## config.mk

```make
export PLATFORM = sky130hd
export DESIGN_NAME = oversampling_average_filter
export DESIGN_NICKNAME = d
export VERILOG_FILES = /design/src/rtl/osa_pkg.sv /design/src/rtl/sample_fifo.sv /design/src/rtl/oversampling_average_filter.sv
export SDC_FILE = /design/constraint.sdc
export NUM_CORES = 1
export LEC_CHECK = 0
export ABC_AREA = 0
export BUFFER_PORTS_ARGS = -buffer_cell sky130_fd_sc_hd__buf_2
export CAP_MARGIN = 20
export CORE_AREA = 2 2 270 299
export DETAILED_ROUTE_END_ITERATION = 10
export DIE_AREA = 0 0 272 301
export SLEW_MARGIN = 10
export SYNTH_ARGS = -nofsm -noshare
export SYNTH_HDL_FRONTEND = slang
export SYNTH_SLANG_ARGS = --single-unit
```

## constraint.sdc

```tcl
create_clock -name mclk -period 11 [get_ports mclk]
set_input_delay 0.55 -clock mclk [delete_from_list [all_inputs] [get_ports mclk]]
set_output_delay 0.55 -clock mclk [all_outputs]
set_load 0.01 [all_outputs]
```

## src/rtl/osa_pkg.sv

```systemverilog
/*
 constants shared by the oversampling average filter and its output fifo.
 assumes a 125 MHz mclk and an adc core that returns eight 18-bit results per sample.
*/
package osa_pkg;
	localparam int CHANNELS = 8;
	localparam int CHAN_W = 3;
	localparam int DATA_W = 18;
	localparam int ACC_W = 24;
	localparam int FIFO_DEPTH = 16;
	localparam int FIFO_W = CHAN_W + DATA_W;
	localparam int CLK_PERIOD_NS = 8;
	localparam int MAX_RATE_KSPS = 500;
	// least spacing between two sampling strobes at full throughput
	localparam int SAMPLE_PERIOD_NS = 1000000 / MAX_RATE_KSPS;
	localparam logic [7:0] PACE_CYCLES =
		8'((SAMPLE_PERIOD_NS + CLK_PERIOD_NS - 1) / CLK_PERIOD_NS);
	localparam logic [2:0] OS_NONE = 3'h0;
	localparam logic [2:0] OS_INVALID = 3'h7;
	localparam logic [CHAN_W-1:0] LAST_CHAN = 3'h7;
	localparam logic [7:0] PACE_RESET = 8'h00;
endpackage : osa_pkg

```

## src/rtl/sample_fifo.sv

```systemverilog
/*
 synchronous fifo of flip-flops with valid/ready on both sides.
 assumes one clock and a synchronous active-high reset.
*/
`timescale 1ns/1ps
module sample_fifo #(
	parameter int W = 21,
	parameter int D = 16
) (
	// clock and reset
	input wire logic mclk,
	input wire logic sys_rst,
	// fill side
	input wire logic in_valid,
	input wire logic [W-1:0] in_data,
	output logic in_ready,
	// drain side
	output logic out_valid,
	output logic [W-1:0] out_data,
	input wire logic out_ready
);
	localparam int AW = $clog2(D);
	typedef struct packed {
		logic [D-1:0][W-1:0] mem;
		logic [AW-1:0] wp;
		logic [AW-1:0] rp;
		logic [AW:0] cnt;
	} fifo_s;
	fifo_s st_r;
	fifo_s st_nxt;
	logic push;
	logic pop;

	assign in_ready = (st_r.cnt != (AW+1)'(D));
	assign out_valid = (st_r.cnt != '0);
	assign out_data = st_r.mem[st_r.rp];
	assign push = in_valid && in_ready;
	assign pop = out_valid && out_ready;

	always_comb
	begin
		st_nxt = st_r;
		if (push)
		begin
			st_nxt.mem[st_r.wp] = in_data;
			st_nxt.wp = AW'(st_r.wp + 1'b1);
		end
		if (pop)
			st_nxt.rp = AW'(st_r.rp + 1'b1);
		if (push && !pop)
			st_nxt.cnt = (AW+1)'(st_r.cnt + 1'b1);
		else if (pop && !push)
			st_nxt.cnt = (AW+1)'(st_r.cnt - 1'b1);
	end

	always_ff @(posedge mclk)
	begin
		if (sys_rst)
			st_r <= '0;
		else
			st_r <= st_nxt;
	end
endmodule : sample_fifo

```

## src/rtl/oversampling_average_filter.sv

```systemverilog
/*
 oversampling, averaging and decimation stage of an 8-channel 18-bit adc,
 plus static range and reference selection.
 assumes the adc core answers each sampling strobe with eight results in
 channel order 0..7 on conv_valid/conv_data, and that config pins are synchronous.
*/
`timescale 1ns/1ps
module oversampling_average_filter (
	// clock and reset
	input wire logic mclk,
	input wire logic sys_rst,
	// configuration and conversion start pins
	input wire logic [2:0] oversample_select,
	input wire logic convert_start_first,
	input wire logic convert_start_second,
	input wire logic range_select,
	input wire logic reference_select,
	// adc core
	output logic sample_strobe,
	input wire logic conv_valid,
	input wire logic [osa_pkg::DATA_W-1:0] conv_data,
	// analog control
	output logic input_gain_amplifier,
	output logic ref_internal,
	output logic ref_buffer_en,
	// status
	output logic busy,
	output logic os_invalid,
	// averaged results
	output logic out_valid,
	output logic [osa_pkg::DATA_W-1:0] out_data,
	output logic [osa_pkg::CHAN_W-1:0] out_chan,
	input wire logic out_ready
);
	typedef enum logic [1:0] {IDLE, WAIT_CONV, PACE, EMIT} phase_e;
	typedef struct packed {
		phase_e phase;
		logic start_prev;
		logic [2:0] shift;
		logic [5:0] remain;
		logic [7:0] pace;
		logic [osa_pkg::CHAN_W-1:0] ch;
		logic [osa_pkg::CHANNELS-1:0][osa_pkg::ACC_W-1:0] acc;
		logic strobe;
		logic gain;
		logic ref_int;
		logic ref_buf;
		logic invalid;
		logic busy;
		logic out_v;
		logic [osa_pkg::DATA_W-1:0] out_d;
		logic [osa_pkg::CHAN_W-1:0] out_c;
	} filt_s;
	filt_s st_r;
	filt_s st_nxt;
	logic start_lvl;
	logic start_edge;
	logic push;
	logic push_ready;
	logic [osa_pkg::DATA_W-1:0] mean;
	logic [osa_pkg::FIFO_W-1:0] fifo_out;
	logic fifo_valid;
	logic fifo_pop;

	function automatic logic os_ok(input logic [2:0] code);
		return code != osa_pkg::OS_INVALID;
	endfunction : os_ok

	function automatic logic [5:0] os_extra(input logic [2:0] code);
		return 6'((7'h01 << code) - 7'h01);
	endfunction : os_extra

	assign start_lvl = convert_start_first && convert_start_second;
	assign start_edge = start_lvl && !st_r.start_prev;
	assign push = (st_r.phase == EMIT);
	// output flop refills when empty or being taken
	assign fifo_pop = fifo_valid && (!st_r.out_v || out_ready);
	// arithmetic shift keeps the two's complement sign of the mean
	assign mean = osa_pkg::DATA_W'($signed(st_r.acc[st_r.ch]) >>> st_r.shift);

	always_comb
	begin
		st_nxt = st_r;
		st_nxt.start_prev = start_lvl;
		st_nxt.strobe = 1'b0;
		st_nxt.gain = range_select;
		st_nxt.ref_int = reference_select;
		st_nxt.ref_buf = 1'b1;
		st_nxt.invalid = !os_ok(oversample_select);
		if (st_r.pace != '0)
			st_nxt.pace = 8'(st_r.pace - 1'b1);
		if (st_r.out_v && out_ready)
			st_nxt.out_v = 1'b0;
		if (fifo_pop)
		begin
			st_nxt.out_v = 1'b1;
			st_nxt.out_d = fifo_out[osa_pkg::DATA_W-1:0];
			st_nxt.out_c = fifo_out[osa_pkg::FIFO_W-1:osa_pkg::DATA_W];
		end
		case (st_r.phase)
			IDLE:
			begin
				if (start_edge && os_ok(oversample_select))
				begin
					st_nxt.strobe = 1'b1;
					st_nxt.shift = oversample_select;
					st_nxt.remain = os_extra(oversample_select);
					st_nxt.pace = 8'(osa_pkg::PACE_CYCLES - 1'b1);
					st_nxt.ch = '0;
					st_nxt.acc = '0;
					st_nxt.phase = WAIT_CONV;
				end
			end
			WAIT_CONV:
			begin
				if (conv_valid)
				begin
					st_nxt.acc[st_r.ch] = osa_pkg::ACC_W'(st_r.acc[st_r.ch] +
						{{(osa_pkg::ACC_W-osa_pkg::DATA_W){conv_data[osa_pkg::DATA_W-1]}},
						conv_data});
					st_nxt.ch = osa_pkg::CHAN_W'(st_r.ch + 1'b1);
					if (st_r.ch == osa_pkg::LAST_CHAN)
						st_nxt.phase = (st_r.remain == '0) ? EMIT : PACE;
				end
			end
			PACE:
			begin
				if (st_r.pace == '0)
				begin
					st_nxt.strobe = 1'b1;
					st_nxt.remain = 6'(st_r.remain - 1'b1);
					st_nxt.pace = 8'(osa_pkg::PACE_CYCLES - 1'b1);
					st_nxt.phase = WAIT_CONV;
				end
			end
			EMIT:
			begin
				if (push_ready)
				begin
					st_nxt.ch = osa_pkg::CHAN_W'(st_r.ch + 1'b1);
					if (st_r.ch == osa_pkg::LAST_CHAN)
						st_nxt.phase = IDLE;
				end
			end
			default:
				st_nxt.phase = IDLE;
		endcase
		st_nxt.busy = (st_nxt.phase != IDLE);
	end

	always_ff @(posedge mclk)
	begin
		if (sys_rst)
			st_r <= '0;
		else
			st_r <= st_nxt;
	end

	sample_fifo #(
		.W(osa_pkg::FIFO_W),
		.D(osa_pkg::FIFO_DEPTH)
	) i_sample_fifo (
		.mclk(mclk),
		.sys_rst(sys_rst),
		.in_valid(push),
		.in_data({st_r.ch, mean}),
		.in_ready(push_ready),
		.out_valid(fifo_valid),
		.out_data(fifo_out),
		.out_ready(fifo_pop)
	);

	assign out_valid = st_r.out_v;
	assign out_data = st_r.out_d;
	assign out_chan = st_r.out_c;
	assign sample_strobe = st_r.strobe;
	assign busy = st_r.busy;
	assign input_gain_amplifier = st_r.gain;
	assign ref_internal = st_r.ref_int;
	assign ref_buffer_en = st_r.ref_buf;
	assign os_invalid = st_r.invalid;

	a_invalid_flag: assert property (@(posedge mclk) disable iff (sys_rst)
		!$past(sys_rst) |-> os_invalid == ($past(oversample_select) == 3'h7))
		else $error("invalid code flag wrong");
	a_start_launch: assert property (@(posedge mclk) disable iff (sys_rst)
		(st_r.phase == IDLE && start_edge && oversample_select != 3'h7)
		|=> sample_strobe && busy)
		else $error("start edge did not launch sampling");
	a_invalid_ignored: assert property (@(posedge mclk) disable iff (sys_rst)
		(st_r.phase == IDLE && oversample_select == 3'h7) |=> !sample_strobe)
		else $error("invalid code started a set");
	a_strobe_spacing: assert property (@(posedge mclk) disable iff (sys_rst)
		sample_strobe |=> (!sample_strobe)[*8])
		else $error("strobes too close");
	a_pace_auto: assert property (@(posedge mclk) disable iff (sys_rst)
		(st_r.phase == PACE && st_r.pace == '0) |=> sample_strobe ##1 st_r.phase == WAIT_CONV)
		else $error("internal strobe missing");
	a_emit_end: assert property (@(posedge mclk) disable iff (sys_rst)
		(push && push_ready && st_r.ch == 3'h7) |=> st_r.phase == IDLE && !busy)
		else $error("set did not end after eighth word");
	a_direct_pass: assert property (@(posedge mclk) disable iff (sys_rst)
		(push && st_r.shift == 3'h0) |-> mean == st_r.acc[st_r.ch][17:0])
		else $error("no-oversampling result altered");
	a_gain_follow: assert property (@(posedge mclk) disable iff (sys_rst)
		!$past(sys_rst) |-> input_gain_amplifier == $past(range_select))
		else $error("gain does not follow range");
	a_ref_follow: assert property (@(posedge mclk) disable iff (sys_rst)
		!$past(sys_rst) |-> ref_internal == $past(reference_select) && ref_buffer_en)
		else $error("reference select wrong");
	a_out_hold: assert property (@(posedge mclk) disable iff (sys_rst)
		(out_valid && !out_ready) |=> out_valid && $stable(out_data) && $stable(out_chan))
		else $error("output word changed before it was taken");
	a_emit_stall: assert property (@(posedge mclk) disable iff (sys_rst)
		(push && !push_ready) |=> push && $stable(st_r.ch))
		else $error("stalled emission moved on");
endmodule : oversampling_average_filter

```

==> results.yml <==
drt:
  wire_per_inst_um: 21.8
  viasPerCell: 5.76
  antenna_left: 0
  dr_total_vias: 22247
  wirelength_um: 84100
  drtPass1Iterations: 5
  drt_iter0_markers: 2021
  drcViolationCount: 0
floorplanning:
  dieHeight_um: 301
  die_area_um2: 81900
  die_width_um: 272
  start_util_pct: 35.0
  coreArea_um2: 78500
  rows: 108
  io_pins: 57
power_and_ir_drop:
  p_total_mw: 5.18
  p_switching_mw: 1.46
  power_density_nw_per_um2: 169
  vdd_ir_drop_max_uv: 106
  leakage_nw: 10.6
  seqPwrFrac_pct: 43.8
  switching_share_pct: 28.1
  power_frac_comb_pct: 14.0
  power_frac_clock_pct: 42.2
  p_int_mw: 3.72
yosys:
  ys_seq_elements: 592
  synth_fp_nets: 2925
  async_flop_share_pct: 0
  synth_area_um2: 27400
  yosys_warnings: 0
  syn_area_per_cell_um2: 9.61
  syn-instance-count: 2856
  synth_cell_types: 82
  yosysTopAreaCellShare_pct: 43.2
  synth_area_leaders: "dfxtp_1, mux4_2, nand2_1"
  yosysTopAreaCell: "dfxtp_1"
  synth-seq-area-share_pct: 43.2
  synth_edf_count: 0
  ys.flop_type: "dfxtp_1"
global_route:
  grt_overflow: 0
  grt_start_max_net_pins: 93
  antenna_found_initial: 0
  grt_pass1_vias: 21244
  grt_usage_pct: 20.2
  grt_pass1_wl_um: 130000
critical_path:
  reg2reg_from: "st_r[222]$_SDFFE_PP0P_"
  worstPathRequired_ns: 11.58
  worstReg2RegEnd: "st_r[118]$_SDFFE_PP0P_"
  cp-endpoint: "st_r[118]$_SDFFE_PP0P_"
  crit_type: "flip-flop to flip-flop"
  arrival_ns: 5.78
  end_kind: "flip-flop"
  r2r_slack_ns: 5.80
  critPathMaxFanout: 47
  start_kind: "flip-flop"
  critPathLaunch: "st_r[222]$_SDFFE_PP0P_"
  reg2regPathDepth: 11
clock_tree:
  clk-insertion-delay-late_ns: 0.66
  cts_root_buffer: "clkbuf_16"
  cts_buffers: 60
  h-tree-depth: 2
  post-cts-setup-buffers: 0
  clock-sinks: 592
  cts_hold_buf: 0
  cts_tree: "yes"
  clkTransAtPathRegs_ns: 0.06
  ctsResizeCount: 0
  cts_buffer_depth: 3
sta:
  finalCriticalPeriod_ns: 5.20
  tightest_slew_ns: 1.16
  finalCritPeriodShare_pct: 47.3
  drv_slew: 0
  fin_skew_ns: 0.0297
  rsz0062_at_grt: "false"
  setup_violations: 0
  tns_ns: 0
  hold_violations: 0
  hold_ws_ns: 0.119
  worst_slack_ns: 5.80
  relSlewSlack_pct: 22.6
  fmax_mhz: 192
placed_design:
  dp.final_hpwl_um: 52000
  globalplace.congestion: 0.941
  post-place-ws_ns: 5.84
  io_buffers: 56
  dpl_cell_area_um2: 28400
status:
  status: "complete, no violations"
final_layout:
  finalInstanceArea_um2: 30600
  drive_gt1_share_pct: 16.8
  area_growth_pct: 11.4
  antenna_cells: 0
  fin_nets: 2836
flow_run:
  drv_cap: 0
min_path:
  hold_path.class: "primary input to flip-flop"
layer usage:
| layer | wire length [µm] | track usage, % | share of wire [%] |
|---|---|---|---|
| met1 | 37100 | 27.5 | 44 |
| met2 | 39200 | 33.0 | 47 |
| met3 | 5220 | 2.94 | 6.2 |
| met4 | 2520 | 6.62 | 3.0 |
| met5 | 0 | 0 | 0 |
sequential cells by signal (all words and copies together) (netlist names):
name and cells:
i_sample_fifo.st_r 349, st_r 215, out_data 18, out_chan 3
busy 1, input_gain_amplifier 1, os_invalid 1, out_valid 1
ref_buffer_en 1, ref_internal 1, sample_strobe 1
cell families (layout without fill, tap and decap cells):
kind of cell / after synthesis / in the layout / synth area share [%]
adder cells (fa/ha/maj): 40 / 40 / 1.88
AND/OR/NAND/NOR: 789 / 789 / 12.3
flip-flops: 592 / 592 / 43.2
XOR/XNOR: 34 / 34 / 1.09
multiplexers: 247 / 247 / 16.2
buffers and inverters: 293 / 255 / 4.72
AO/OA/AOI/OAI: 861 / 861 / 20.6
placed cells by master, fill, tap and decap left out, types with 53 or more instances in the layout:
cell / synthesis / final
a21oi_1: 256 / 254
dfxtp_1: 592 / 587
nor2_1: 266 / 251
a22o_1: 78 / 78
a211oi_1: 54 / 54
clkbuf_16: 0 / 62
a22oi_1: 63 / 63
o21ai_0: 182 / 182
mux4_2: 155 / 155
buf_4: 32 / 58
nand2_1: 350 / 350
buf_2: 25 / 55
o32ai_1: 53 / 53
mux2i_1: 54 / 54
synthesized netlist by cell type (11+ instances only):
cell type  instances
a32oi_1           18
clkbuf_1         182
dfxtp_1          592
and3_1            23
buf_2             25
nand3_1           36
inv_1             24
a21o_1            14
a22oi_1           63
nor4_1            11
a22o_1            78
o22ai_1           42
nand2_1          350
nor2_1           266
buf_1             21
a32o_1            14
a21oi_2           12
buf_4             32
o32ai_1           53
xnor2_1           16
nor3_1            28
and2_1            15
mux2i_1           54
a21oi_1          256
mux4_2           155
a211oi_1          54
o21ai_0          182
mux2_2            36
nor2b_1           13
xor2_1            18
ha_1              38
worst min path at each step:
| stage | start | endpoint | slack [ns] | depth (start not counted) |
|---|---|---|---|---|
| after floorplan | st_r[137]$_SDFFE_PP0P_ | st_r[137]$_SDFFE_PP0P_ | 0.42 | 2 |
| after global placement | st_r[137]$_SDFFE_PP0P_ | st_r[137]$_SDFFE_PP0P_ | 0.43 | 2 |
| after detailed placement | st_r[209]$_SDFFE_PP0P_ | st_r[209]$_SDFFE_PP0P_ | 0.44 | 2 |
| after CTS | reference_select | ref_internal$_SDFF_PP0_ | 0.1 | 2 |
| after global routing | range_select | input_gain_amplifier$_SDFF_PP0_ | 0.16 | 2 |
| final | reference_select | ref_internal$_SDFF_PP0_ | 0.12 | 2 |
critical path, stage by stage (launching register included):
cell and delay, ns:
dfxtp_4 0.70, buf_4 0.58, mux2_2 0.41, mux4_2 0.49, or2_2 0.35, ha_1 0.34, a21o_1 0.21, a221oi_1 0.50
o221a_2 0.41, mux2i_1 0.10, nor3b_1 0.75, a22o_1 0.27
through the flow:
| step | utilization [%] | cells |
|---|---|---|
| after floorplan | - | 2856 |
| after global placement | 36.2 | 3749 |
| after detailed placement | 36.2 | 3749 |
| after CTS | 38.9 | 3862 |
| after global routing | 38.9 | 3863 |
| final | 38.9 | 3863 |
area by class of cell:
type / count / area (µm²)
inverters: 27 / 106
multi-input cells: 1971 / 14400
fillers: 7770 / 47900
clock inverters: 23 / 307
flip-flops and latches: 592 / 11900
well taps: 1045 / 1310
repair buffers: 115 / 737
clock buffers: 90 / 1820
power by group through the flow:
stage / Sequential (mW) / Clock, mW / Combinational, mW
finish: 2.27 / 2.19 / 0.726
global route: 2.28 / 2.31 / 0.788
CTS: 2.27 / 2.22 / 0.731
detailed placement: 2.32 / 0 / 0.729
global placement: 2.32 / 0 / 0.727
floorplan: 2.25 / 0 / 0.574
(Power assumes the default switching activity.)
